## src/hdl/crex_consts.vh

```
`ifndef CREX_CONSTS_VH
`define CREX_CONSTS_VH

// ****************************************
// Event codes
// ****************************************
`define EC_POWERON 12'h000
`define EC_MANUAL 12'h020
`define EC_TLB_RD 12'h040
`define EC_TLB_WR 12'h060
`define EC_INIT_WR 12'h080
`define EC_PROT_RD 12'h0a0
`define EC_PROT_WR 12'h0c0
`define EC_ADDR_RD 12'h0e0
`define EC_ADDR_WR 12'h1e0
`define EC_TRAP 12'h160
`define EC_ILL_GEN 12'h180
`define EC_ILL_SLOT 12'h1a0
`define EC_BREAK 12'h1e0
`define EC_DMA 12'h5c0

// ****************************************
// Vectors and address checks
// ****************************************
`define RESET_VECTOR 32'ha0000000
`define VEC_GENERAL 32'h00000100
`define VEC_TLB_MISS 32'h00000400
`define USER_LIMIT_BIT 31
`define UNDEF_BASE 16'hf000

// ****************************************
// Access sizes and trap immediate layout
// ****************************************
`define SZ_BYTE 2'h0
`define SZ_WORD 2'h1
`define SZ_LONG 2'h2
`define TRA_HI_ZERO 22'h000000
`define TRA_LO_ZERO 2'h0
`define ZERO32 32'h00000000

`endif

```

## src/hdl/crex_exception_unit.v

```verilog
// How it works
// - Power-on reset sets event code 000 and redirects fetch to the reset vector.
// - Manual reset sets event code 020 and redirects fetch to the same vector.
// - Odd fetch, unaligned word or unaligned longword access raises an address error.
// - User-mode access at or above 80000000 raises an address error.
// - Address error records 0E0 on read and 1E0 on write.
// - Address and translation faults load the full fault address; translation updates MMU.
// - Fetch faults save fetch address; data faults save instruction or branch address.
// - Undefined or user-mode privileged code outside a slot gives code 180.
// - Control load/store, return, table load, sleep are privileged, except global-base access.
// - Undefined codes F000 to FFFF are always caught; others rely on the decoder.
// - Slot holding undefined, user privileged or PC-rewriting code gives code 1A0.
// - Illegal slot saves the owning delayed branch address.
// - Software trap records 160, saves next address, puts imm8 times four in bits 9:2.
// - Breakpoints record 1E0; pre-execution and async breaks re-execute, operand breaks complete.
// - Completion breaks save next address, re-execution the breaking one; slots use branch.
// - A DMA misalignment signal raises re-execution-type exception 5C0 independent of flow.
// - With translation on, check address error then miss, invalid, protection, initial write.
// - Table miss vectors to base plus 400 with 040 read, 060 write.
// - Hit on invalid entry records 040 read, 060 write.
// - Protection violation records 0A0 read, 0C0 write.
// - Store hitting a clean entry records 080.
// - Return slot: fetch faults use old status, others restored status; no breaks.
// - Status load that changes mode or mask bits forces a refetch of following code.
// - One exception accepted per cycle; pending ones wait in priority order.
// - Every general exception but table miss vectors to base plus 100.
`timescale 1ns/1ps
`default_nettype none
`include "crex_consts.vh"

module crex_exception_unit (
  input wire CLK_SYS,
  input wire NRST,
  input wire MRST_REQ,
  input wire [31:0] VECTOR_BASE,
  input wire STATUS_MD,
  input wire STATUS_BL,
  input wire SAVED_MD,
  input wire SAVED_BL,
  input wire MMU_EN,
  input wire ISSUE_VALID,
  input wire [31:0] ISSUE_PC,
  input wire [31:0] ISSUE_NEXT_PC,
  input wire [31:0] ISSUE_BRANCH_PC,
  input wire ISSUE_IN_SLOT,
  input wire [15:0] ISSUE_OP,
  input wire ISSUE_UNDEF,
  input wire ISSUE_CTRL_LS,
  input wire ISSUE_GLOBAL_BASE,
  input wire ISSUE_RTE,
  input wire ISSUE_TBL_LOAD,
  input wire ISSUE_SLEEP,
  input wire ISSUE_PC_WRITE,
  input wire ISSUE_TRAP,
  input wire [7:0] ISSUE_IMM8,
  input wire ISSUE_SR_LOAD,
  input wire ISSUE_SR_CHANGE,
  input wire FETCH_VALID,
  input wire [31:0] FETCH_ADDR,
  input wire FETCH_TLB_MISS,
  input wire FETCH_TLB_INVALID,
  input wire FETCH_TLB_PROT,
  input wire DATA_VALID,
  input wire [31:0] DATA_ADDR,
  input wire DATA_WRITE,
  input wire [1:0] DATA_SIZE,
  input wire DATA_TLB_MISS,
  input wire DATA_TLB_INVALID,
  input wire DATA_TLB_PROT,
  input wire DATA_TLB_CLEAN,
  input wire BRK_PRE,
  input wire BRK_OPERAND,
  input wire BRK_ASYNC,
  input wire DMA_ADDR_ERR,
  output reg EXC_TAKEN,
  output reg [31:0] EXC_TARGET,
  output reg [11:0] EVENT_CODE,
  output reg [31:0] SAVED_PC,
  output reg [31:0] FAULT_ADDR,
  output reg [31:0] IMM_SAVE,
  output reg MMU_UPDATE,
  output reg REFETCH,
  output reg PERIPH_INIT
);

  // ****************************************
  // Helpers
  // ****************************************
  function addr_err;
    input [31:0] addr;
    input [1:0] size;
    input user;
    begin
      addr_err = (user & addr[`USER_LIMIT_BIT])
        | ((size == `SZ_WORD) & addr[0])
        | ((size == `SZ_LONG) & (addr[1:0] != 2'h0));
    end
  endfunction

  function [11:0] rw_code;
    input wr;
    input [11:0] rd_code;
    input [11:0] wr_code;
    begin
      rw_code = wr ? wr_code : rd_code;
    end
  endfunction

  // ****************************************
  // State
  // ****************************************
  reg rte_q;
  reg abrk_q;
  reg dma_q;
  reg take_d;
  reg [11:0] code_d;
  reg [31:0] spc_d;
  reg [31:0] tea_d;
  reg [31:0] tra_d;
  reg [31:0] vec_d;
  reg mmu_d;
  reg refetch_d;
  reg clr_abrk;
  reg clr_dma;

  // Return slot: fetch already happened under the old status, the rest sees the restored one
  wire rte_slot = ISSUE_IN_SLOT & rte_q;
  wire data_md = rte_slot ? SAVED_MD : STATUS_MD;
  wire data_bl = rte_slot ? SAVED_BL : STATUS_BL;
  wire [31:0] slot_pc = ISSUE_IN_SLOT ? ISSUE_BRANCH_PC : ISSUE_PC;

  wire f_ae = FETCH_VALID & addr_err(FETCH_ADDR, `SZ_WORD, ~STATUS_MD);
  wire f_miss = FETCH_VALID & MMU_EN & FETCH_TLB_MISS;
  wire f_inv = FETCH_VALID & MMU_EN & FETCH_TLB_INVALID;
  wire f_prot = FETCH_VALID & MMU_EN & FETCH_TLB_PROT;

  // The decoder flag covers codes outside the guaranteed range on a best-effort basis
  wire undef = ISSUE_UNDEF | (ISSUE_OP >= `UNDEF_BASE);
  wire priv = (ISSUE_CTRL_LS & ~ISSUE_GLOBAL_BASE) | ISSUE_RTE | ISSUE_TBL_LOAD | ISSUE_SLEEP;
  wire priv_fault = priv & ~data_md;

  wire d_ae = DATA_VALID & addr_err(DATA_ADDR, DATA_SIZE, ~data_md);
  wire d_miss = DATA_VALID & MMU_EN & DATA_TLB_MISS;
  wire d_inv = DATA_VALID & MMU_EN & DATA_TLB_INVALID;
  wire d_prot = DATA_VALID & MMU_EN & DATA_TLB_PROT;
  wire d_clean = DATA_VALID & MMU_EN & DATA_WRITE & DATA_TLB_CLEAN;

  // Pre and operand breaks are dropped in a return slot and while exceptions are masked; a latched async break waits
  wire brk_ok = ~rte_slot & ~data_bl;

  // ****************************************
  // Priority selection
  // ****************************************
  always @*
  begin
    take_d = 1'b0;
    code_d = EVENT_CODE;
    spc_d = SAVED_PC;
    tea_d = FAULT_ADDR;
    tra_d = IMM_SAVE;
    vec_d = `VEC_GENERAL;
    mmu_d = 1'b0;
    refetch_d = 1'b0;
    clr_abrk = 1'b0;
    clr_dma = 1'b0;
    if (ISSUE_VALID)
    begin
      if (BRK_PRE & brk_ok)
      begin
        take_d = 1'b1;
        code_d = `EC_BREAK;
        spc_d = slot_pc;
      end
      else if (f_ae | f_miss | f_inv | f_prot)
      begin
        take_d = 1'b1;
        spc_d = FETCH_ADDR;
        tea_d = FETCH_ADDR;
        mmu_d = ~f_ae;
        if (f_ae)
          code_d = `EC_ADDR_RD;
        else if (f_miss)
        begin
          code_d = `EC_TLB_RD;
          vec_d = `VEC_TLB_MISS;
        end
        else if (f_inv)
          code_d = `EC_TLB_RD;
        else
          code_d = `EC_PROT_RD;
      end
      else if (ISSUE_IN_SLOT & (undef | priv_fault | ISSUE_PC_WRITE))
      begin
        take_d = 1'b1;
        code_d = `EC_ILL_SLOT;
        spc_d = ISSUE_BRANCH_PC;
      end
      else if (~ISSUE_IN_SLOT & (undef | priv_fault))
      begin
        take_d = 1'b1;
        code_d = `EC_ILL_GEN;
        spc_d = ISSUE_PC;
      end
      else if (d_ae | d_miss | d_inv | d_prot | d_clean)
      begin
        take_d = 1'b1;
        spc_d = slot_pc;
        tea_d = DATA_ADDR;
        mmu_d = ~d_ae;
        if (d_ae)
          code_d = rw_code(DATA_WRITE, `EC_ADDR_RD, `EC_ADDR_WR);
        else if (d_miss)
        begin
          code_d = rw_code(DATA_WRITE, `EC_TLB_RD, `EC_TLB_WR);
          vec_d = `VEC_TLB_MISS;
        end
        else if (d_inv)
          code_d = rw_code(DATA_WRITE, `EC_TLB_RD, `EC_TLB_WR);
        else if (d_prot)
          code_d = rw_code(DATA_WRITE, `EC_PROT_RD, `EC_PROT_WR);
        else
          code_d = `EC_INIT_WR;
      end
      else if (ISSUE_TRAP)
      begin
        take_d = 1'b1;
        code_d = `EC_TRAP;
        spc_d = ISSUE_NEXT_PC;
        tra_d = {`TRA_HI_ZERO, ISSUE_IMM8, `TRA_LO_ZERO};
      end
      else if (BRK_OPERAND & brk_ok)
      begin
        take_d = 1'b1;
        code_d = `EC_BREAK;
        spc_d = ISSUE_IN_SLOT ? ISSUE_BRANCH_PC : ISSUE_NEXT_PC;
      end
      else if (abrk_q & brk_ok)
      begin
        // Taken at the boundary before this instruction runs, so its own address resumes
        take_d = 1'b1;
        code_d = `EC_BREAK;
        spc_d = slot_pc;
        clr_abrk = 1'b1;
      end
      else if (dma_q & ~data_bl)
      begin
        take_d = 1'b1;
        code_d = `EC_DMA;
        spc_d = slot_pc;
        clr_dma = 1'b1;
      end
      else if (ISSUE_SR_LOAD & ISSUE_SR_CHANGE)
        refetch_d = 1'b1;
    end
  end

  // ****************************************
  // Registers
  // ****************************************
  always @(posedge CLK_SYS or negedge NRST)
  begin
    if (!NRST)
    begin
      EXC_TAKEN <= 1'b1;
      EXC_TARGET <= `RESET_VECTOR;
      EVENT_CODE <= `EC_POWERON;
      SAVED_PC <= `ZERO32;
      FAULT_ADDR <= `ZERO32;
      IMM_SAVE <= `ZERO32;
      MMU_UPDATE <= 1'b0;
      REFETCH <= 1'b0;
      PERIPH_INIT <= 1'b1;
      rte_q <= 1'b0;
      abrk_q <= 1'b0;
      dma_q <= 1'b0;
    end
    else if (MRST_REQ)
    begin
      EXC_TAKEN <= 1'b1;
      EXC_TARGET <= `RESET_VECTOR;
      EVENT_CODE <= `EC_MANUAL;
      MMU_UPDATE <= 1'b0;
      REFETCH <= 1'b0;
      PERIPH_INIT <= 1'b1;
      rte_q <= 1'b0;
      abrk_q <= 1'b0;
      dma_q <= 1'b0;
    end
    else
    begin
      EXC_TAKEN <= take_d;
      EXC_TARGET <= take_d ? VECTOR_BASE + vec_d : EXC_TARGET;
      EVENT_CODE <= code_d;
      SAVED_PC <= spc_d;
      FAULT_ADDR <= tea_d;
      IMM_SAVE <= tra_d;
      MMU_UPDATE <= mmu_d;
      REFETCH <= refetch_d;
      PERIPH_INIT <= 1'b0;
      if (ISSUE_VALID)
        rte_q <= ISSUE_RTE & ~take_d;
      // A new request in the clearing cycle keeps its flag set
      abrk_q <= (abrk_q & ~clr_abrk) | (BRK_ASYNC & ~STATUS_BL);
      dma_q <= (dma_q & ~clr_dma) | DMA_ADDR_ERR;
    end
  end

endmodule // crex_exception_unit
`default_nettype wire

```

## config.mk

```make
export PLATFORM = sky130hd
export DESIGN_NAME = crex_exception_unit
export DESIGN_NICKNAME = d
export VERILOG_FILES = /design/src/hdl/crex_exception_unit.v
export VERILOG_INCLUDE_DIRS = /design/src /design/src/hdl
export SDC_FILE = /design/constraint.sdc
export NUM_CORES = 1
export LEC_CHECK = 0
export BUFFER_PORTS_ARGS = -buffer_cell sky130_fd_sc_hd__buf_2
export CORE_AREA = 2 2 152 154
export DETAILED_ROUTE_END_ITERATION = 8
export DIE_AREA = 0 0 154 156
export HOLD_SLACK_MARGIN = 0.08
export PLACE_DENSITY = 0.75
export SLEW_MARGIN = 5
export SYNTH_ARGS = -nofsm -noshare
export SYNTH_HDL_FRONTEND = slang
export SYNTH_SLANG_ARGS = --single-unit
```

## constraint.sdc

```tcl
create_clock -name CLK_SYS -period 9.85 [get_ports CLK_SYS]
set_input_delay 1.97 -clock CLK_SYS [delete_from_list [all_inputs] [get_ports CLK_SYS]]
set_output_delay 1.97 -clock CLK_SYS [all_outputs]
set_load 0.05 [all_outputs]
```

# ---- Yosys cells after proc, flatten, opt, wreduce, memory -nomap -nowiden
# Cells that the tools add are included.
dict set report word_totals {
  register_bits 123
  wordCells 198
  output_inout_bits 144
  inputBits 252
}
dict set report op_classes {
  bitwise 67
  n_addsub 1
  n_eq_ne 4
  n_lt_le_gt_ge 1
  muxes 103
  n_reduce_logical 10
}
# cell n
set op_table {}
lappend op_table {{$mux W32} 20}
lappend op_table {{$mux W12} 11}
lappend op_table {{$mux W11} 7}
lappend op_table {{$mux W1} 55}
lappend op_table {{$mux W8} 5}
lappend op_table {{$add A32 B32 Y32} 1}
lappend op_table {{$and A1 B1 Y1} 31}
lappend op_table {{$mux W9} 2}
lappend op_table {{$not A1 Y1} 18}
lappend op_table {{$or A1 B1 Y1} 18}
lappend op_table {{$ge A16 B16 Y1 const B} 1}
lappend op_table {{$mux W7} 2}
lappend op_table {{$reduce_bool A10 Y1} 1}
lappend op_table {{$reduce_bool A9 Y1} 1}
lappend op_table {{$reduce_and A8 Y1} 1}
lappend op_table {{$reduce_bool A2 Y1} 4}
lappend op_table {{$mux W6} 1}
lappend op_table {{$reduce_and A6 Y1} 1}
lappend op_table {{$ne A2 B2 Y1 const B} 2}
lappend op_table {{$reduce_and A3 Y1} 1}
lappend op_table {{$eq A2 B1 Y1 const B} 1}
lappend op_table {{$eq A2 B2 Y1 const B} 1}
lappend op_table {{$reduce_and A2 Y1} 1}

# ---- Longest topological paths before layout
# Gate-level depths: netlist of the first run.
dict set report logic_depth {
  ltp_word 21
  depth_mapped 16
}

# ---- Worst setup path after synthesis of the first run
# OpenSTA, ideal clock, no wires.
dict set report synth_path {
  path_kind {input-to-reg}
  startpoint {in ISSUE_RTE}
  endpoint {reg EXC_TARGET[29]}
  path_stages 14
  setup_slack_ns 4.930
  t_required_ns 9.768
  n_path_buf 1
  setup_ns 0.082
  t_arrival_ns 4.838
  path_cell_list {or3_1 o211ai_1 and3_1 nand2_1 clkbuf_1 nor2_1 o21ba_2 ha_1 a31o_2 nand4_1 nor3_1 and4_1 nor3_1 a211o_1}
}
dict set report synth_via {
  elab_chain_len 14
  word_cells_on_any_way 22
  classes_between {add/sub (1); mux (12); bitwise (8); reduce/logical (1)}
}
# element line_no
set synth_lines {}
lappend synth_lines {{start: declaration} crex_exception_unit.v:50} ;# input wire ISSUE_RTE,
lappend synth_lines {{$or A1 B1 Y1 * (3 in series)} crex_exception_unit.v:139} ;# wire priv = (ISSUE_CTRL_LS & ~ISSUE_GLOBAL_BASE) | ISSUE_RTE | ISSUE_TBL_LOAD | ISSUE_SLEEP;
lappend synth_lines {{$and A1 B1 Y1 *} crex_exception_unit.v:140} ;# wire priv_fault = priv & ~data_md;
lappend synth_lines {{$or A1 B1 Y1 *} {crex_exception_unit.v:192, crex_exception_unit.v:198}}
lappend synth_lines {{$and A1 B1 Y1 / $or A1 B1 Y1 (equally long branches)} {crex_exception_unit.v:198, crex_exception_unit.v:192}}
lappend synth_lines {{$mux W11 / $and A1 B1 Y1 (equally long branches)} {crex_exception_unit.v:198, crex_exception_unit.v:192}}
lappend synth_lines {{$mux W11} crex_exception_unit.v:192} ;# else if (ISSUE_IN_SLOT & (undef | priv_fault | ISSUE_PC_WRITE))
lappend synth_lines {{$mux W32} crex_exception_unit.v:174} ;# else if (f_ae | f_miss | f_inv | f_prot)
lappend synth_lines {{$mux W32} crex_exception_unit.v:168} ;# if (BRK_PRE & brk_ok)
lappend synth_lines {{$mux W32} crex_exception_unit.v:166} ;# if (ISSUE_VALID)
lappend synth_lines {{$add A32 B32 Y32} crex_exception_unit.v:292} ;# EXC_TARGET <= take_d ? VECTOR_BASE + vec_d : EXC_TARGET;
lappend synth_lines {{$mux W32} crex_exception_unit.v:292}
lappend synth_lines {{$mux W32} crex_exception_unit.v:277} ;# else if (MRST_REQ)
lappend synth_lines {{end signal: assignment} crex_exception_unit.v:265} ;# EXC_TARGET <= `RESET_VECTOR;
lappend synth_lines {{end signal: assignment} crex_exception_unit.v:280} ;# EXC_TARGET <= `RESET_VECTOR;
lappend synth_lines {{end signal: assignment} crex_exception_unit.v:292}
lappend synth_lines {{end: declaration} crex_exception_unit.v:76} ;# output reg [31:0] EXC_TARGET,
# Every way passes the cells marked *; elsewhere a longest branch is shown, timed or not. The select of a mux whose other input is x is not followed.
# A chain may end at the register's enable or synchronous reset.

# ---- Worst setup path in the final report of the first run
dict set report layout_path {
  startpoint {in ISSUE_IN_SLOT}
  endpoint {reg EXC_TARGET[29]}
}
dict set report layout_via {
  elab_chain_len 20
  word_cells_on_any_way 46
  classes_between {add/sub (1); mux (21); bitwise (23); reduce/logical (1)}
}
# element line_no
set layout_lines {}
lappend layout_lines {{start: declaration} crex_exception_unit.v:45} ;# input wire ISSUE_IN_SLOT,
lappend layout_lines {{$and A1 B1 Y1} crex_exception_unit.v:127} ;# wire rte_slot = ISSUE_IN_SLOT & rte_q;
lappend layout_lines {{$mux W1} crex_exception_unit.v:128} ;# wire data_md = rte_slot ? SAVED_MD : STATUS_MD;
lappend layout_lines {{$not A1 Y1} {crex_exception_unit.v:140, crex_exception_unit.v:142}}
lappend layout_lines {{$and A1 B1 Y1} crex_exception_unit.v:94} ;# addr_err = (user & addr[`USER_LIMIT_BIT])
lappend layout_lines {{$or A1 B1 Y1 (2 in series)} crex_exception_unit.v:94}
lappend layout_lines {{$and A1 B1 Y1} crex_exception_unit.v:142} ;# wire d_ae = DATA_VALID & addr_err(DATA_ADDR, DATA_SIZE, ~data_md);
lappend layout_lines {{$or A1 B1 Y1 (4 in series)} crex_exception_unit.v:204} ;# else if (d_ae | d_miss | d_inv | d_prot | d_clean)
lappend layout_lines {{$mux W11} crex_exception_unit.v:204}
lappend layout_lines {{$mux W11} crex_exception_unit.v:198} ;# else if (~ISSUE_IN_SLOT & (undef | priv_fault))
lappend layout_lines {{$mux W11} crex_exception_unit.v:192}
lappend layout_lines {{$mux W32} crex_exception_unit.v:174}
lappend layout_lines {{$mux W32} crex_exception_unit.v:168}
lappend layout_lines {{$mux W32} crex_exception_unit.v:166}
lappend layout_lines {{$add A32 B32 Y32} crex_exception_unit.v:292}
lappend layout_lines {{$mux W32} crex_exception_unit.v:292}
lappend layout_lines {{$mux W32} crex_exception_unit.v:277}
# Parallel ways exist; a longest one is shown, timed or not. The select of a mux whose other input is x is not followed.

==> results of run 1 <==
state kept, by name, summed over array words and instances, names as in the netlist:
register,flops
REFETCH,1
abrk_q,1
FAULT_ADDR,32
EXC_TARGET,32
IMM_SAVE,8
dma_q,1
SAVED_PC,32
MMU_UPDATE,1
PERIPH_INIT,1
rte_q,1
EXC_TAKEN,1
EVENT_CODE,5
logic make-up (layout without fill, tap and decap cells):
family	after synthesis	count (layout)
AO/OA/AOI/OAI	262	262
XOR/XNOR	22	22
adder cells (fa/ha/maj)	3	3
buffers and inverters	111	408
flip-flops	116	116
multiplexers	67	67
other	1	33
AND/OR/NAND/NOR	307	307
cells in the mapped netlist (3+ instances only):
master and n:
mux2_2 37, ha_1 3, nor3_1 10, nand4_1 9, buf_2 6, mux2_1 4
mux2i_1 26, o21a_1 3, nor2_1 40, o21ai_0 17, xnor2_1 12, nand3_1 10
nor4_1 5, a31oi_1 31, dfrtp_1 112, o22ai_1 32, a222oi_1 26, a21oi_1 61
a211o_1 6, a211oi_1 26, nand2_1 172, nor2b_1 35, inv_1 11, a221o_1 31
dfstp_2 4, clkbuf_1 50, buf_1 7, buf_4 33, xor2_1 10, and3_1 7
and4_1 4, and2_1 4, a22o_1 5, or3_1 3
worst min-delay path, delay by kind of cell (launching register included):
kind,cells,cell delay (ps)
AOI/OAI and AO/OA,1,60
and+or+nand+nor,1,50
DFF,1,340
through the flow:
| step | utilization (%) | worst slack (ps) | cells | hold slack [ps] |
|---|---|---|---|---|
| after floorplan | - | 4930 | 919 | 509 |
| after global placement | 43.0 | 3930 | 1469 | 467 |
| after detailed placement | 43.0 | 3850 | 1469 | 475 |
| after CTS | 45.8 | 4290 | 1501 | 488 |
| after global routing | 45.8 | 4010 | 1502 | 502 |
| final | 45.8 | 4250 | 1503 | 484 |
power groups by stage:
stage	sequential, uW	combinational, uW	clock (uW)
floorplan	897	245	0
global placement	604	748	0
detailed placement	609	754	0
CTS	601	756	673
global route	610	796	696
finish	601	755	656
area by class of cell:
| class | instances | area share (%) |
|---|---|---|
| Timing Repair Buffer | 365 | 18.2 |
| Multi-Input combinational cell | 692 | 43.5 |
| Clock buffer | 18 | 4.29 |
| Clock inverter | 14 | 1.71 |
| Inverter | 11 | 0.403 |
| Sequential cell | 116 | 28.4 |
| Tap cell | 285 | 3.48 |
| Antenna cell | 2 | 0.0489 |
how the worst max path moves through the flow:
stage                  startpoint             end  cells after the start  slack [ps]
floorplan               ISSUE_RTE  EXC_TARGET[29]                     14        4930
global placement    ISSUE_IN_SLOT  EXC_TARGET[29]                     15        3930
detailed placement  ISSUE_IN_SLOT  EXC_TARGET[29]                     15        3850
CTS                 ISSUE_IN_SLOT  EXC_TARGET[29]                     15        4290
global route        ISSUE_IN_SLOT  EXC_TARGET[29]                     15        4010
finish              ISSUE_IN_SLOT  EXC_TARGET[29]                     15        4250
per-layer routing:
metal / GRT usage [%] / routed length, microns / vias to the layer above
met4: 11.0 / 1150 / 6
met5: 0 / 34 / -
met3: 6.50 / 2810 / 62
met2: 42.6 / 14800 / 526
met1: 28.8 / 11600 / 4018
li1: - / - / 3880
placed cells by master, fill, tap and decap left out, drive strengths merged, types with 32 or more instances in the layout:
cell type	count
nor2	40
mux2	41
nor2b	35
nand2	172
o22ai	32
buf	365
a21oi	61
dfrtp	112
==> impl_metrics.yaml, run 1 <==
setup_path:
  cp.buffers_inverters: 3
  path_max_fanout: 72
  timing.rr.end: "EXC_TARGET[29]"
  r2r_setup_slack_ps: 5760
  reg2reg_from: "rte_q"
  crit_chain: "buf_2 > buf_4 > nand2_1 > and3_1 > nand2_1 > buf_4 > nor2_1 > o21ba_2 > ha_1 > a31o_2 > nand4_1 > nor3_1 > and4_1 > nor3_1 > a211o_1"
  cp-start-kind: "input pin"
  slowest_delay_ps: 630
  cp.required_ps: 10180
  critical_path.top_delay_family: "simple AND/OR/NAND/NOR gates"
  cpMaxStageDelayCell: "buf_4"
  crit_type: "in2reg"
  end_kind: "flip-flop"
  crit_arrival_ps: 5930
  rr_worst_depth: 14
clock_tree:
  ctsHoldBuffers: 0
  h-tree-depth: 4
  numCtsBuffers: 17
  clk_pin_slew_ps: 60
  postCtsSetupBuffers: 0
  insertion_delay_ps: 410
  cts_sinks: 116
  clockBufferDepth: 2
  cts_tree: "built"
  cts-root-buf: "clkbuf_16"
  cts_resized: 0
global_routing:
  overflow: 0
  grt_use_total_pct: 24.6
  antenna_found_initial: 5
  grt_max_degree: 73
  grt_pass1_vias: 8333
  grt_pass1_wl_microns: 46100
synth:
  synth-compound-area-share_pct: 24.7
  synthTopCellsByArea: "dfrtp_1 36%, nand2_1 8.3%, mux2_2 5.4%, a221o_1 4.0%, a21oi_1 3.9%"
  synth-xor-area-share_pct: 2.48
  synth_top_family_by_area: "compound AO/OA/AOI/OAI gates"
  ys.flop_type: "dfrtp_1"
  yosysSeqAreaShare_pct: 37.5
  netlist_instances: 889
  post_synth.cell_area_avg_sq_um: 8.73
  synth_area_sq_um: 7760
  synth_mux_area_share_pct: 9.30
  synth_top_cell_by_area: "dfrtp_1"
  synth_cell_type_count: 60
  synthArstFlopShare_pct: 100
  synth_warnings: 0
  synth_edf_count: 0
  synth_fa_ha_area_share_pct: 0.484
  synth-simple-area-share_pct: 17.9
  ys_ff_latch: 116
  synthDominantCellAreaShare_pct: 36.1
layout:
  fillerInstances: 2159
  syn2layout_area_growth_pct: 32.0
  drive_gt1_share_pct: 37.5
  nets: 1458
  multi_input_area_sq_um: 4450
  final_cell_area_sq_um: 10200
  seq_area_sq_um: 2910
power:
  power_frac_comb_pct: 37.5
  clockPowerShare_pct: 32.6
  ir_drop_v: 0.0000932
  power_uw: 2010
  seq_power_share_pct: 29.9
  total_leakage_power_uw: 0.00500
  switching_share_pct: 41.8
  p_int_uw: 1170
  powerDensity_nw_per_um2: 196
  switchingPower_uw: 842
floorplanning:
  rows: 55
  die_x_microns: 154
  core-area_sq_um: 22400
  chipHeight_microns: 156
  initial_core_util_pct: 34.7
  num_io_pins: 396
  die_area_sq_um: 24000
routing:
  routed_wl_microns: 30400
  first_iter_violations: 854
  postRouteAntennaNets: 0
  wl_per_cell_microns: 20.2
  drc_errors: 0
  first_pass_iters: 9
  viasPerCell: 5.65
  via_count: 8492
timing:
  fin_setup_tns_ps: 0
  worst_pin_slew_ps: 1310
  slew_headroom_pct: 13.0
  maxSlewViolCount: 0
  setup_viol: 0
  hold_violations: 0
  skew_ps: 7.95
  fin_crit_ps: 5600
  clock.fmax_ghz: 0.179
  rsz0062_at_grt: "false"
  min_period_over_period_pct: 56.8
placed_design:
  hpwlAfterDp_microns: 21200
  port_buffers: 352
  routabilityCongestion: 0.845
  dpl_cell_area_sq_um: 9630
worst_hold_path:
  hp-start: "SAVED_PC[30]"
  hold_depth: 2
  hold_class: "reg2reg"
  holdPathEnd: "SAVED_PC[30]"
job:
  maxCapViolCount: 0
outcome:
  status: "completed"
Power figures use the tool's default switching activity.
==> run 2, diff against run 1 <==
==> constraint.sdc (replaced) <==
create_clock -name CLK_SYS -period 5.36 [get_ports CLK_SYS]
set_input_delay 1.072 -clock CLK_SYS [delete_from_list [all_inputs] [get_ports CLK_SYS]]
set_output_delay 1.072 -clock CLK_SYS [all_outputs]
set_load 0.05 [all_outputs]
==> run 2 against run 1 <==
  * Core utilization up 0.050 points
  * Critical path type unchanged
  * Sequential cell count is the same
  * Critical path depth fell by 1
  * Design area increased by 0.11%
  * Clock-buffer cell count is the same
  * Via count down 0.71%
  * Largest power group unchanged
  * Setup slack got worse by 3000 ps
==> impl_metrics.yaml, run 2 (synthesis gave the netlist of run 1 again) <==
routing:
  drc_errors: 0
  wl_per_cell_microns: 20.1
  first_iter_violations: 860
  first_pass_iters: 9
  viasPerCell: 5.59
  routed_wl_microns: 30400
  postRouteAntennaNets: 0
  via_count: 8432
power:
  total_leakage_power_uw: 0.00500
  powerDensity_nw_per_um2: 356
  ir_drop_v: 0.000174
global_routing:
  overflow: 0
  grt_use_total_pct: 24.7
  grt_pass1_vias: 8295
  antenna_found_initial: 8
  grt_pass1_wl_microns: 46200
  grt_max_degree: 74
timing:
  hold_violations: 0
  fin_crit_ps: 4120
  clock.fmax_ghz: 0.243
  skew_ps: 8.28
  worst_pin_slew_ps: 1060
  maxSlewViolCount: 0
  setup_viol: 0
  rsz0062_at_grt: "false"
  min_period_over_period_pct: 76.9
  slew_headroom_pct: 29.2
  fin_setup_tns_ps: 0
clock_tree:
  cts_sinks: 116
  cts_resized: 0
  insertion_delay_ps: 410
  ctsHoldBuffers: 0
  clk_pin_slew_ps: 60
  clockBufferDepth: 2
  cts-root-buf: "clkbuf_16"
  numCtsBuffers: 17
  h-tree-depth: 4
  postCtsSetupBuffers: 0
  cts_tree: "built"
floorplanning:
  initial_core_util_pct: 34.7
  core-area_sq_um: 22400
  die_area_sq_um: 24000
  die_x_microns: 154
  chipHeight_microns: 156
  num_io_pins: 396
  rows: 55
setup_path:
  crit_type: "in2reg"
  endpoint: "EXC_TARGET[29]"
  critPathLaunch: "ISSUE_RTE"
  path_max_fanout: 6
  rr_worst_depth: 13
  crit_arrival_ps: 4450
  end_kind: "flip-flop"
  reg2reg_from: "rte_q"
  timing.rr.end: "EXC_TARGET[29]"
  r2r_setup_slack_ps: 1880
  cp-start-kind: "input pin"
  cp.required_ps: 5690
placed_design:
  hpwlAfterDp_microns: 21800
  routabilityCongestion: 0.850
  port_buffers: 352
layout:
  mostFrequentLayoutCells: "351 x buf_2, 170 x nand2_1, 112 x dfrtp_1"
  nets: 1462
  fin_util_pct: 45.9
  drive_gt1_share_pct: 37.7
  syn2layout_area_growth_pct: 32.2
  reg.largest.list: "EXC_TARGET: 32 flops, FAULT_ADDR: 32 flops, SAVED_PC: 32 flops"
  final_common_cell: "buf_2"
job:
  maxCapViolCount: 0
worst_hold_path:
  hold_depth: 2
  hold_class: "reg2reg"
outcome:
  status: "completed"
==> run 2: layout make-up <==
cell class	count	area [sq um]
multi-input cells	692	4450
clock inverters	14	151
well taps	285	357
fillers	2195	12100
diodes	4	10.0
clock buffers	18	439
repair buffers	369	1900
flip-flops and latches	116	2910
inverters	11	41.3
==> run 2: worst min path at each step <==
stage | start | endpoint | slack [ps]
2_1_floorplan | abrk_q | abrk_q | 510
3_5_place_dp | SAVED_PC[30] | SAVED_PC[30] | 470
3_3_place_gp | SAVED_PC[30] | SAVED_PC[30] | 470
5_1_grt | IMM_SAVE[7] | IMM_SAVE[7] | 510
6_report | SAVED_PC[30] | SAVED_PC[30] | 480
4_1_cts | SAVED_PC[30] | SAVED_PC[30] | 490
==> run 2: power by group <==
group / total (uW) / leakage, uW / internal [uW] / switching (uW)
registers: 1110 / 0.00143 / 1030 / 79.1
clock network: 1160 / 0.000276 / 702 / 460
logic: 1390 / 0.00330 / 377 / 1010
total: 3650 / 0.00500 / 2110 / 1550
==> run 2: routing by layer <==
layer  global-route usage [%]  routed length (microns)  vias to the layer above
met5                        0                       27                        -
met4                     8.37                      617                        4
met3                     7.33                     2850                       42
met2                     43.7                    15400                      491
met1                     28.4                    11600                     4006
li1                         -                        -                     3889
==> run 2: per-stage QoR <==
| stage | worst slack, ps | hold WS (ps) | instance area [sq um] | total power [uW] | cells |
|---|---|---|---|---|---|
| after floorplan | 1340 | 509 | 7870 | 2100 | 919 |
| after global placement | 897 | 468 | 9660 | 2490 | 1473 |
| after detailed placement | 842 | 471 | 9660 | 2510 | 1473 |
| after CTS | 1290 | 485 | 10200 | 3680 | 1505 |
| after global routing | 972 | 511 | 10300 | 3820 | 1508 |
| final | 1240 | 482 | 10300 | 3650 | 1509 |
==> run 2: critical path, stage by stage <==
cell and delay [ps]:
buf_2 120, or3_1 460, o211ai_1 440, and3_1 260, nand2_1 70, nor2_1 180
o21ba_2 160, ha_1 170, a31o_2 210, nand4_1 290, nor3_1 410, and4_1 240
nor3_1 50, a211o_1 320
